==> config.mk <==
export PLATFORM = sky130hd
export DESIGN_NAME = drive_state_fault_supervisor
export DESIGN_NICKNAME = d
export VERILOG_FILES = /design/src/rtl/drive_supervisor_pkg.sv /design/src/rtl/reset_edge_if.sv /design/src/rtl/reset_edge_detect.sv /design/src/rtl/drive_state_fault_supervisor.sv
export VERILOG_INCLUDE_DIRS = /design/src /design/src/rtl
export SDC_FILE = /design/constraint.sdc
export NUM_CORES = 1
export LEC_CHECK = 0
export BUFFER_PORTS_ARGS = -buffer_cell sky130_fd_sc_hd__buf_2
export CORE_MARGIN = 3
export CORE_UTILIZATION = 53
export CTS_CLUSTER_SIZE = 30
export DETAILED_ROUTE_END_ITERATION = 8
export PLACE_DENSITY = 0.8
export RECOVER_POWER = 100
export SYNTH_ARGS = -nofsm -noshare
export SYNTH_HDL_FRONTEND = slang
export SYNTH_SLANG_ARGS = --single-unit
==> constraint.sdc <==
create_clock -name clk_sys -period 2.3 [get_ports clk_sys]
set_input_delay 0.46 -clock clk_sys [delete_from_list [all_inputs] [get_ports clk_sys]]
set_output_delay 0.46 -clock clk_sys [all_outputs]
set_load 0.1 [all_outputs]
==> src/rtl/drive_supervisor_map.svh <==
`ifndef DRIVE_SUPERVISOR_MAP_SVH
`define DRIVE_SUPERVISOR_MAP_SVH

// -----------------------------------------------------------------------------
// Register byte offsets on the Avalon-MM bus.
// -----------------------------------------------------------------------------
`define OFS_CONTROL     4'h0
`define OFS_FAULT_RESET 4'h4
`define OFS_FAULT_SET   4'h8
`define OFS_STATUS      4'hC

// -----------------------------------------------------------------------------
// Field positions and values.
// -----------------------------------------------------------------------------
`define CW_RESET_BIT    7
`define FAULT_RESET_DEF 32'h0000_0000
`define FAULT_RESET_GO  32'h0000_0001
`define STOP_TIME_NS    1000
`define CLK_PERIOD_NS   10
`define STOP_CYCLES     ((`STOP_TIME_NS + `CLK_PERIOD_NS - 1) / `CLK_PERIOD_NS)

`endif

==> src/rtl/drive_supervisor_pkg.sv <==
package drive_supervisor_pkg;

  // Drive-profile operating states.
  typedef enum logic [2:0] {
    ST_INIT,
    ST_NO_FAULT,
    ST_READY,
    ST_WAIT_SON,
    ST_RUNNING,
    ST_QUICK_STOP,
    ST_STOP_FAULT,
    ST_FAULT
  } drive_state_t;

  // Severity of the worst pending condition.
  typedef enum logic [1:0] {
    SEV_NONE,
    SEV_ONE,
    SEV_TWO,
    SEV_THREE
  } severity_t;

endpackage : drive_supervisor_pkg

==> src/rtl/reset_edge_if.sv <==
`timescale 1ns/1ps
`default_nettype none

// Carries the control word and the reset pulse between the supervisor and
// its edge detector.
interface reset_edge_if;
  logic        cw_valid;
  logic [15:0] cw_word;
  logic        reset_pulse;

  modport owner  (output cw_valid, output cw_word, input reset_pulse);
  modport detect (input cw_valid, input cw_word, output reset_pulse);
endinterface : reset_edge_if

`default_nettype wire

==> src/rtl/reset_edge_detect.sv <==
`timescale 1ns/1ps
`default_nettype none
`include "drive_supervisor_map.svh"

module reset_edge_detect (
  // Clock and reset.
  input  wire logic   clk_sys,
  input  wire logic   nrst,
  input  wire logic   clk_en,
  // Control word side.
  reset_edge_if.detect re
);

  typedef struct packed {
    logic prev_bit;
    logic pulse;
  } edge_state_t;

  edge_state_t st_reg;
  edge_state_t st_next;

  // Bit 7 is compared with its value from the previous control-word update,
  // so a steady high level never repeats the reset.
  always_comb begin
    st_next       = st_reg;
    st_next.pulse = 1'b0;
    if (re.cw_valid) begin
      st_next.prev_bit = re.cw_word[`CW_RESET_BIT];
      st_next.pulse    = re.cw_word[`CW_RESET_BIT] & ~st_reg.prev_bit;
    end
  end

  // State register.
  always_ff @(posedge clk_sys or negedge nrst) begin
    if (!nrst) begin
      st_reg <= '0;
    end else if (clk_en) begin
      st_reg <= st_next;
    end
  end

  assign re.reset_pulse = st_reg.pulse & clk_en;

endmodule : reset_edge_detect

`default_nettype wire

==> src/rtl/drive_state_fault_supervisor.sv <==
`timescale 1ns/1ps
`default_nettype none
`include "drive_supervisor_map.svh"

// What this block does
// - Initialization state rejects all parameter writes and runs nothing.
// - No-fault state is held when nothing is pending or after clearing.
// - No-fault, ready and waiting states accept every parameter write.
// - Running keeps a mode enabled, motor energized; motion when speed nonzero.
// - Running, quick stop, stop at fault accept only run-changeable writes.
// - Quick stop request enters quick stop until deceleration ends.
// - Fault while operating enters stop-at-fault and stops the motor.
// - After fault stop, fault state blocks functions, allows parameter writes.
// - Three severity levels; level three warns, one and two fault.
// - Non-resettable level-one faults exist beside resettable ones.
// - A valid reset clears every resettable fault or warning.
// - Writing 1 to the fault-reset parameter requests a reset.
// - Rising edge of control word bit 7 requests a reset.
// - Level-three warning clears itself when its cause disappears.
// - Fault-reset parameter returns to 0 right after acting.
// - Fault-reset defaults 0, writable only stopped, effective immediately.
// - Ready once control initialized and main power; run needs servo enable.
module drive_state_fault_supervisor #(
  parameter int STOP_CYCLES = `STOP_CYCLES
) (
  // Clock, reset and enable.
  input  wire logic        clk_sys,
  input  wire logic        nrst,
  input  wire logic        clk_en,
  // Avalon-MM register slave.
  input  wire logic [3:0]  avs_address,
  input  wire logic        avs_read,
  input  wire logic        avs_write,
  input  wire logic [31:0] avs_writedata,
  input  wire logic [3:0]  avs_byteenable,
  output logic      [31:0] avs_readdata,
  output logic             avs_waitrequest,
  output logic      [1:0]  avs_response,
  // Drive conditions from the power and control sections.
  input  wire logic        selfcheck_done,
  input  wire logic        main_power_ok,
  input  wire logic        warn_cond,
  input  wire logic        speed_nonzero,
  // Host parameter write gate.
  input  wire logic        param_wr_req,
  input  wire logic        param_run_ok,
  output logic             param_wr_accept,
  output logic             param_wr_reject,
  // Drive outputs.
  output logic             motor_energize,
  output logic             mode_enable,
  output logic             motion_allow,
  output logic             func_allow
);

  // ---------------------------------------------------------------------------
  // Elaboration checks.
  // ---------------------------------------------------------------------------
  if (STOP_CYCLES < 1 || STOP_CYCLES > 65535) begin : g_bad_stop
    $error("STOP_CYCLES out of range");
  end

  // ---------------------------------------------------------------------------
  // State record.
  // ---------------------------------------------------------------------------
  typedef struct packed {
    drive_supervisor_pkg::drive_state_t state;
    logic [15:0]                        control;
    logic                               fault_reset;
    logic                               fault_nr;
    logic                               fault_l1;
    logic                               fault_l2;
    logic                               warn_l3;
    logic [15:0]                        stop_cnt;
    logic                               sc_meta;
    logic                               sc_sync;
    logic                               mp_meta;
    logic                               mp_sync;
    logic                               wc_meta;
    logic                               wc_sync;
    logic                               sp_meta;
    logic                               sp_sync;
    logic [31:0]                        rdata;
    logic                               ack;
    logic [1:0]                         resp;
  } sup_state_t;

  sup_state_t s_reg;
  sup_state_t s_next;

  reset_edge_if re ();

  // Bit 7 edge detection lives in its own module.
  reset_edge_detect u_edge (
    .clk_sys (clk_sys),
    .nrst    (nrst),
    .clk_en  (clk_en),
    .re      (re.detect)
  );

  // Control-word bit assignments within the control register.
  localparam int CW_SON   = 0;
  localparam int CW_QSTOP = 2;

  // Fault-set register bit assignments.
  localparam int FS_NR = 0;
  localparam int FS_L1 = 1;
  localparam int FS_L2 = 2;

  // Returns the worst pending severity.
  function automatic drive_supervisor_pkg::severity_t worst_level(
    input logic nr, input logic l1, input logic l2, input logic l3);
    if (nr || l1) begin
      return drive_supervisor_pkg::SEV_ONE;
    end else if (l2) begin
      return drive_supervisor_pkg::SEV_TWO;
    end else if (l3) begin
      return drive_supervisor_pkg::SEV_THREE;
    end
    return drive_supervisor_pkg::SEV_NONE;
  endfunction : worst_level

  // ---------------------------------------------------------------------------
  // Decoded bus strobes and helpers.
  // ---------------------------------------------------------------------------
  logic wr_ctl;
  logic wr_rst;
  logic wr_fs;
  logic bus_req;
  logic stopped;
  logic fault_any;
  logic reset_req;
  logic rst_ok;

  always_comb begin
    bus_req   = (avs_read | avs_write) & ~s_reg.ack;
    wr_ctl    = avs_write & s_reg.ack & (avs_address == `OFS_CONTROL) & avs_byteenable[0];
    wr_rst    = avs_write & s_reg.ack & (avs_address == `OFS_FAULT_RESET) & avs_byteenable[0];
    wr_fs     = avs_write & s_reg.ack & (avs_address == `OFS_FAULT_SET) & avs_byteenable[0];
    stopped   = (s_reg.state != drive_supervisor_pkg::ST_RUNNING) &&
                (s_reg.state != drive_supervisor_pkg::ST_QUICK_STOP) &&
                (s_reg.state != drive_supervisor_pkg::ST_STOP_FAULT);
    fault_any = s_reg.fault_nr | s_reg.fault_l1 | s_reg.fault_l2;
    // The parameter form only counts while the drive is stopped.
    reset_req = re.reset_pulse | s_reg.fault_reset;
    // Level one and two clear only with servo enable dropped.
    rst_ok    = reset_req & ~s_reg.control[CW_SON];
  end

  assign re.cw_valid = wr_ctl & clk_en;
  assign re.cw_word  = avs_writedata[15:0];

  // ---------------------------------------------------------------------------
  // Next-state logic.
  // ---------------------------------------------------------------------------
  always_comb begin
    s_next = s_reg;
    // Two-stage synchronisers for the pin inputs.
    s_next.sc_meta = selfcheck_done;
    s_next.sc_sync = s_reg.sc_meta;
    s_next.mp_meta = main_power_ok;
    s_next.mp_sync = s_reg.mp_meta;
    s_next.wc_meta = warn_cond;
    s_next.wc_sync = s_reg.wc_meta;
    s_next.sp_meta = speed_nonzero;
    s_next.sp_sync = s_reg.sp_meta;

    // Fault-reset parameter self-clears one cycle after acting.
    s_next.fault_reset = 1'b0;
    if (wr_rst && stopped && avs_writedata == `FAULT_RESET_GO) begin
      s_next.fault_reset = 1'b1;
    end
    if (wr_ctl) begin
      s_next.control = avs_writedata[15:0];
    end

    // Resettable faults clear on a reset; new sets win over the clear.
    if (rst_ok) begin
      s_next.fault_l1 = 1'b0;
      s_next.fault_l2 = 1'b0;
    end
    if (wr_fs) begin
      s_next.fault_nr = s_reg.fault_nr | avs_writedata[FS_NR];
      s_next.fault_l1 = s_next.fault_l1 | avs_writedata[FS_L1];
      s_next.fault_l2 = s_next.fault_l2 | avs_writedata[FS_L2];
    end
    // Warning follows its cause; a reset clears it for one cycle, and it sets again while the cause remains.
    if (!s_reg.wc_sync) begin
      s_next.warn_l3 = 1'b0;
    end else if (!s_reg.warn_l3 && !reset_req) begin
      s_next.warn_l3 = 1'b1;
    end
    if (reset_req) begin
      s_next.warn_l3 = 1'b0;
    end

    if (s_reg.stop_cnt != 16'h0000) begin
      s_next.stop_cnt = s_reg.stop_cnt - 16'h0001;
    end

    // Operating state machine, driven by the host's control word.
    unique case (s_reg.state)
      drive_supervisor_pkg::ST_INIT: begin
        if (s_reg.sc_sync) begin
          s_next.state = fault_any ? drive_supervisor_pkg::ST_FAULT
                                   : drive_supervisor_pkg::ST_NO_FAULT;
        end
      end
      drive_supervisor_pkg::ST_NO_FAULT: begin
        if (fault_any) begin
          s_next.state = drive_supervisor_pkg::ST_FAULT;
        end else if (s_reg.mp_sync) begin
          s_next.state = drive_supervisor_pkg::ST_READY;
        end
      end
      drive_supervisor_pkg::ST_READY: begin
        if (fault_any) begin
          s_next.state = drive_supervisor_pkg::ST_FAULT;
        end else if (!s_reg.mp_sync) begin
          s_next.state = drive_supervisor_pkg::ST_NO_FAULT;
        end else begin
          s_next.state = drive_supervisor_pkg::ST_WAIT_SON;
        end
      end
      drive_supervisor_pkg::ST_WAIT_SON: begin
        if (fault_any) begin
          s_next.state = drive_supervisor_pkg::ST_FAULT;
        end else if (!s_reg.mp_sync) begin
          s_next.state = drive_supervisor_pkg::ST_NO_FAULT;
        end else if (s_reg.control[CW_SON]) begin
          s_next.state = drive_supervisor_pkg::ST_RUNNING;
        end
      end
      drive_supervisor_pkg::ST_RUNNING: begin
        if (fault_any) begin
          s_next.state    = drive_supervisor_pkg::ST_STOP_FAULT;
          s_next.stop_cnt = 16'(STOP_CYCLES);
        end else if (s_reg.control[CW_QSTOP]) begin
          s_next.state    = drive_supervisor_pkg::ST_QUICK_STOP;
          s_next.stop_cnt = 16'(STOP_CYCLES);
        end else if (!s_reg.control[CW_SON]) begin
          s_next.state = drive_supervisor_pkg::ST_WAIT_SON;
        end
      end
      drive_supervisor_pkg::ST_QUICK_STOP: begin
        if (fault_any) begin
          s_next.state    = drive_supervisor_pkg::ST_STOP_FAULT;
          s_next.stop_cnt = 16'(STOP_CYCLES);
        end else if (s_reg.stop_cnt == 16'h0000) begin
          s_next.state = drive_supervisor_pkg::ST_WAIT_SON;
        end
      end
      drive_supervisor_pkg::ST_STOP_FAULT: begin
        if (s_reg.stop_cnt == 16'h0000) begin
          s_next.state = drive_supervisor_pkg::ST_FAULT;
        end
      end
      drive_supervisor_pkg::ST_FAULT: begin
        // Non-resettable faults pin the state here.
        if (!s_reg.fault_nr && rst_ok &&
            !s_next.fault_l1 && !s_next.fault_l2) begin
          s_next.state = drive_supervisor_pkg::ST_NO_FAULT;
        end
      end
    endcase

    // Avalon answer: one wait cycle, then data from the register.
    s_next.ack  = bus_req;
    s_next.resp = 2'b00;
    s_next.rdata = 32'h0000_0000;
    if (bus_req) begin
      unique case (avs_address)
        `OFS_CONTROL:     s_next.rdata = {16'h0000, s_reg.control};
        `OFS_FAULT_RESET: s_next.rdata = {31'h0, s_reg.fault_reset};
        `OFS_FAULT_SET:   s_next.rdata = {29'h0, s_reg.fault_l2, s_reg.fault_l1,
                                          s_reg.fault_nr};
        `OFS_STATUS:      s_next.rdata = {24'h0, 1'b0, s_reg.warn_l3,
                                          worst_level(s_reg.fault_nr, s_reg.fault_l1,
                                                      s_reg.fault_l2, s_reg.warn_l3),
                                          1'b0, s_reg.state};
        default:          s_next.resp  = 2'b10;
      endcase
    end else begin
      s_next.rdata = s_reg.rdata;
    end
  end

  // Register the whole state record.
  always_ff @(posedge clk_sys or negedge nrst) begin
    if (!nrst) begin
      s_reg       <= '0;
      s_reg.state <= drive_supervisor_pkg::ST_INIT;
    end else if (clk_en) begin
      s_reg <= s_next;
    end
  end

  // ---------------------------------------------------------------------------
  // Outputs.
  // ---------------------------------------------------------------------------
  // The bus stalls while the clock enable is low so no access is lost.
  assign avs_waitrequest = (avs_read | avs_write) & ~(s_reg.ack & clk_en);
  assign avs_readdata    = s_reg.rdata;
  assign avs_response    = s_reg.resp;

  // Parameter gate per state; the fault state still accepts for diagnosis.
  always_comb begin
    param_wr_accept = 1'b0;
    unique case (s_reg.state)
      drive_supervisor_pkg::ST_INIT:       param_wr_accept = 1'b0;
      drive_supervisor_pkg::ST_NO_FAULT,
      drive_supervisor_pkg::ST_READY,
      drive_supervisor_pkg::ST_WAIT_SON:   param_wr_accept = param_wr_req;
      drive_supervisor_pkg::ST_RUNNING,
      drive_supervisor_pkg::ST_QUICK_STOP,
      drive_supervisor_pkg::ST_STOP_FAULT: param_wr_accept = param_wr_req & param_run_ok;
      drive_supervisor_pkg::ST_FAULT:      param_wr_accept = param_wr_req;
    endcase
    param_wr_reject = param_wr_req & ~param_wr_accept;
  end

  // Drive power and function enables.
  always_comb begin
    motor_energize = (s_reg.state == drive_supervisor_pkg::ST_RUNNING) ||
                     (s_reg.state == drive_supervisor_pkg::ST_QUICK_STOP) ||
                     (s_reg.state == drive_supervisor_pkg::ST_STOP_FAULT);
    mode_enable    = (s_reg.state == drive_supervisor_pkg::ST_RUNNING);
    motion_allow   = mode_enable & s_reg.sp_sync;
    func_allow     = (s_reg.state != drive_supervisor_pkg::ST_INIT) &&
                     (s_reg.state != drive_supervisor_pkg::ST_FAULT);
  end

endmodule : drive_state_fault_supervisor

`default_nettype wire

==> results.txt, run 1 <==
1st-iter DRT viols: 138
Max Fanout on Critical Path: 12
Buf/Inv on CP: 1
Max clock buf depth: 2
cell row count: 29
share of layout cells above drive strength 1: 31.75%
Die W: 88.19 um
RSZ-0062 raised after global routing: no
die area: 7777 um^2
register bit total from synthesis: 67
multi-input logic area: 1613 um^2
Flop pwr share: 39.9%
Worst path slowest cell: dfrtp_1
Pleak: 0.001917 uW
io pins: 92
register area: 1677 um^2
Tot GR Track Use: 20.10%
Gates resized, CTS repair: 0
Max Freq: 461.8 MHz
Num CTS Buffers: 9
hold-fix buffer count after cts: 0
I/O Buffers: 71
net load switching power: 1833 uW
Worst path top cell family by delay: flip-flops
Required @ worst endpoint: 1.84 ns
drt pass-1 iters: 5
power density over cell area: 1046 nW/um^2
slowest cell delay on critical path: 0.54 ns
largest family of logic cells by synthesized area: simple AND/OR/NAND/NOR gates
initial antenna violation count: 0
Compound-Gate Fraction of Synth Area: 13.70%
Setup CP Type: flip-flop to output pin
final-report hold violation count: 0
H-tree level count: 3
setup bufs post-CTS: 0
clock latency on the worst-skew pair: 0.36 ns
switch share: 43.19%
maximum VDD drop: 0.8786 mV
max_slew headroom: 13.06%
Synth Area in Adders: 0.6991%
CP Launch Type: flip-flop
combinational power share: 36.2%
CORE AREA: 6459 um^2
synth-to-layout area growth: 13.39%
synthesized instance count: 341
Worst Tran Pin Value: 1.304 ns
Post-synth EDFFs: 0
vias per inst: 5.809
Design Power: 4244 uW
status: completed
post-synth cell types: 55
nature of the critical path endpoint: output pin
Clock power frac: 23.9%
setup TNS: 0 ns
Worst Hold Class: input pin to flip-flop
FILL cells: 531
placer congestion estimate: 0.8230
routed wire length: 7594 um
Post-route DRC: 0
Routed Antenna Nets: 0
fin crit period: 2.165 ns
Inst Count DP: 461
final setup violation count: 0
post-DP HPWL: 5625 um
sequential area share after synthesis: 46.84%
die height: 88.19 um
period utilization: 94.14%
DR WL/cell: 15.92 um
Cell Area, Synth: 3580 um^2
xor/xnor share of the synthesized area: 2.202%
Root Buffer: clkbuf_8
Avg Inst Size Synth: 10.50 um^2
Worst Path Arrival: 1.71 ns
Post-Synth Simple-Gate Area: 17.69%
largest net degree at the start of global routing: 46
Clock transition at path regs: 0.08 ns
Max Slew Vio Count: 0
CP Cell Sequence: nand2b_1 > o21ai_0 > a21oi_4 > nor2b_2 > buf_6
clock sinks: 67
Antenna Diode Count: 0
r2r setup slk: 0.17 ns
clock skew: 0.01271 ns
first-pass GRT wire length: 11870 um
Synth warnings: 0
cell internal pwr: 2411 uW
Layout Cells excl Fill: 477
total grt overflow: 0
Final nets: 448
max reg flops: 45
Top FF cell, synth: dfrtp_1
Max-Cap Viols: 0
vias in the first global route: 2552
post-layout util: 62.84%
multiplexer area fraction after synthesis: 8.424%
async set or reset register ratio after synthesis: 100.0%
via count: 2771
Initial Utilization: 55.42%
TritonCTS clock tree: yes
layout by cell type, fill, tap and decap left out, types with 5 or more instances in the layout:
cell type | synthesis | layout
dfrtp_1 | 67 | 67
buf_2 | 2 | 45
mux2_2 | 23 | 23
nor2_1 | 21 | 21
o21ai_0 | 19 | 19
conb_1 | 1 | 17
nand2_1 | 15 | 15
clkbuf_2 | 0 | 15
a21oi_1 | 16 | 13
inv_1 | 12 | 12
a22o_1 | 12 | 12
nand3_1 | 9 | 9
clkbuf_8 | 0 | 9
xor2_1 | 8 | 8
clkbuf_1 | 12 | 8
nor4_1 | 7 | 7
nand2b_1 | 5 | 5
nor3_1 | 6 | 5
clkbuf_4 | 0 | 5
Yosys cell counts, types with 3 or more instances:
cell	n	area [um^2]
dfrtp_1	67	1677
buf_4	35	262.8
mux2_2	23	259.0
nor2_1	21	78.83
o21ai_0	19	95.09
a21oi_1	16	80.08
nand2_1	15	56.30
a22o_1	12	105.1
clkbuf_1	12	45.04
inv_1	12	45.04
nand3_1	9	45.04
xor2_1	8	70.07
nor4_1	7	43.79
nor3_1	6	30.03
nand2b_1	5	31.28
a32o_1	3	30.03
and3_1	3	18.77
nand4_1	3	18.77
nor4bb_1	3	30.03
o31ai_1	3	22.52
o41ai_1	3	26.28
or3_1	3	18.77
final timing paths:
kind                                      start         endpoint  cells past startpoint
worst max-delay path                  s_reg[82]  param_wr_reject                      5
worst min-delay path             selfcheck_done       s_next[41]                      2
worst max register to register        s_reg[43]        s_reg[52]                      7
worst min register to register  avs_readdata[4]  avs_readdata[4]                      2
max in group asynchronous                  nrst        s_reg[61]                      2
min in group asynchronous                  nrst        s_reg[81]                      1
cells by family after synthesis:
| logic type | Yosys count |
|---|---|
| compound gates | 72 |
| xor+xnor | 9 |
| fa+ha+maj | 2 |
| buf+inv | 63 |
| flops | 67 |
| mux | 26 |
| other cells | 1 |
| simple gates | 101 |
worst reg2reg max path, delay by kind of cell, from the launching register on:
family                     cells  cell delay, ns
and+or+nand+nor                4            1.27
DFF                            1            0.34
adders and majority gates      1            0.20
AOI/OAI and AO/OA              1            0.15
buffers and inverters          1            0.08
metal layers:
layer	track usage, %	part of all wire (%)
met5	0	0
met4	8.104	2.0
met3	5.738	6.8
met2	30.80	47
met1	26.98	44
power groups by stage:
stage               Combinational, uW  Sequential [uW]  Clock [uW]
finish                           1540             1690        1010
global route                     1660             1730        1090
CTS                              1550             1690        1040
detailed placement               1540             1710           0
global placement                 1500             1700           0
floorplan                        1330             1610           0
final cells by class:
| class | instances | share of cell area [%] |
|---|---|---|
| clock buffers | 9 | 3.052 |
| clock inverters | 7 | 2.035 |
| inverters | 12 | 1.110 |
| multi-input cells | 227 | 39.74 |
| flip-flops and latches | 67 | 41.31 |
| well taps | 77 | 2.374 |
| repair buffers | 78 | 10.39 |
through the flow:
step / area, um^2 / setup slack [ns] / hold slack, ns
finish: 4059 / 0.1347 / 0.3372
global route: 4059 / 0.007312 / 0.3254
CTS: 4083 / 0.05731 / 0.09586
detailed placement: 3876 / 0.3037 / 0.4773
global placement: 3876 / 0.3560 / 0.4638
floorplan: 3670 / -0.3234 / 0.1644
Note: power is estimated with default switching activity, not from simulation.
==> run 2, diff against run 1 <==
- CELL_PAD_IN_SITES_DETAIL_PLACEMENT: not set -> 1
- CELL_PAD_IN_SITES_GLOBAL_PLACEMENT: not set -> 1
- CORE_UTILIZATION: 53 -> 41
- PLACE_DENSITY: 0.8 -> not set
- PLACE_DENSITY_LB_ADDON: not set -> 0.1
==> run 2 against run 1 <==
Setup slack improved by 0.016 ns. Combinational power rose by 3%. Worst hold slack got worse by 0.069 ns. First-iteration DRC count fell by 66%. Clock power rose by 9.9%. Cell count rose by 6.5%. Sequential share of layout area fell by 0.93 points. Count of clock-buffer cells in the layout did not move. Total power rose by 3.9%. Die area rose by 27%. Non-clock buffer count rose by 3. Largest cell class unchanged. Sequential power barely moved.
==> results.txt, run 2 (synthesized netlist as in run 1, its figures left out) <==
status: completed
Max clock buf depth: 2
Max Freq: 465.3 MHz
placer congestion estimate: 0.7852
Initial Utilization: 42.92%
Tot GR Track Use: 18.38%
post-DP HPWL: 6588 um
TritonCTS clock tree: yes
synth-to-layout area growth: 16.01%
period utilization: 93.43%
max_slew headroom: 22.23%
share of layout cells above drive strength 1: 30.52%
WL met1: 4013 um
routed wire length: 8728 um
Detail Route met3 WL: 465 um
setup bufs post-CTS: 0
Routed Antenna Nets: 0
power density over cell area: 1062 nW/um^2
Root Buffer: clkbuf_8
cell row count: 33
Setup WS pre-CTS: 0.2746 ns
Die W: 99.44 um
first-pass GRT wire length: 14490 um
die height: 99.44 um
clock skew: 0.005403 ns
most frequent cells in the layout: 67 x dfrtp_1, 45 x buf_2, 23 x mux2_2, 21 x nor2_1, 18 x o21ai_0
hold-fix buffer count after cts: 0
clock latency on the worst-skew pair: 0.34 ns
Max-Cap Viols: 0
1st-iter DRT viols: 47
H-tree level count: 3
Num CTS Buffers: 9
CP Cell Sequence: clkbuf_1 > and3_1 > and2_0 > buf_12 > mux2_2
nature of the critical path endpoint: flip-flop
met2 routed WL: 4177 um
Design Area, Final: 4153 um^2
io pins: 92
post-layout util: 49.79%
final-report hold violation count: 0
total grt overflow: 0
slowest cell delay on critical path: 0.66 ns
final setup violation count: 0
Design Power: 4410 uW
via count: 2791
drt pass-1 iters: 4
initial antenna violation count: 0
placed instance area: 3989 um^2
Worst path slowest cell: clkbuf_1
vias per inst: 5.494
DR WL/cell: 17.18 um
FILL cells: 959
Pleak: 0.001920 uW
Top Metal Used: met4
Max Slew Vio Count: 0
Post-route DRC: 0
CP Launch Type: input pin
largest net degree at the start of global routing: 27
Antenna Diode Count: 0
Worst Tran Pin Value: 1.171 ns
Clock transition at path regs: 0.08 ns
fin crit period: 2.149 ns
max reg flops: 45
clock sinks: 67
final worst slack: 0.1510 ns
maximum VDD drop: 0.4834 mV
Required @ worst endpoint: 2.53 ns
CORE AREA: 8341 um^2
RSZ-0062 raised after global routing: no
vias in the first global route: 2939
commonest non-fill, non-tap cell in the layout: dfrtp_1
Setup CP Type: input pin to flip-flop
Final nets: 451
Gates resized, CTS repair: 0
I/O Buffers: 71
Worst Path Arrival: 2.38 ns
Worst Hold Class: input pin to asynchronous set/reset pin
die area: 9888 um^2
Max Fanout on Critical Path: 18
## run 2: critical path: cells and delay by family
kind          cells  cell delay [ns]
buf+inv           2             0.87
simple gates      2             0.70
mux               1             0.34
## run 2: power by group
group / internal, uW / switching [uW]
logic: 516 / 1070
registers: 1400 / 308
clock network: 618 / 497
## run 2: layer usage
layer	track usage, %	up-vias
li1	-	1311
met1	24.92	1398
met2	29.44	77
met3	4.348	5
met4	5.357	0
met5	0	-
## run 2: through the flow
| step | instances | hold WS (ns) | TNS [ns] |
|---|---|---|---|
| 3_3_place_gp | 492 | 0.4338 | 0 |
| 5_1_grt | 508 | 0.3375 | 0 |
| 4_1_cts | 508 | 0.06015 | 0 |
| 3_5_place_dp | 492 | 0.4459 | 0 |
| 6_report | 508 | 0.2686 | 0 |
| 2_1_floorplan | 357 | 0.1644 | -0.5809 |
## run 2: final cells by class
type                    instances  area, um^2  share of cell area [%]
clock buffers                   9       123.9                   2.983
clock inverters                 7       98.84                   2.380
inverters                      12       45.04                   1.085
multi-input cells             227        1622                   39.05
flip-flops and latches         67        1677                   40.37
well taps                     105       131.4                   3.164
repair buffers                 81       455.4                   10.97
## run 2: worst paths after layout
kind                              endpoint  slack [ns]  depth (start not counted)             from
setup / recovery                 s_reg[71]        0.15                          5           clk_en
hold / removal                   s_reg[82]        0.27                          1             nrst
setup reg to reg                 s_reg[52]        0.24                          7        s_reg[44]
hold reg to reg            avs_readdata[4]        0.48                          2  avs_readdata[4]
max in group asynchronous        s_reg[65]        0.79                          2             nrst
min in group clk_sys            s_next[39]        0.35                          2    main_power_ok
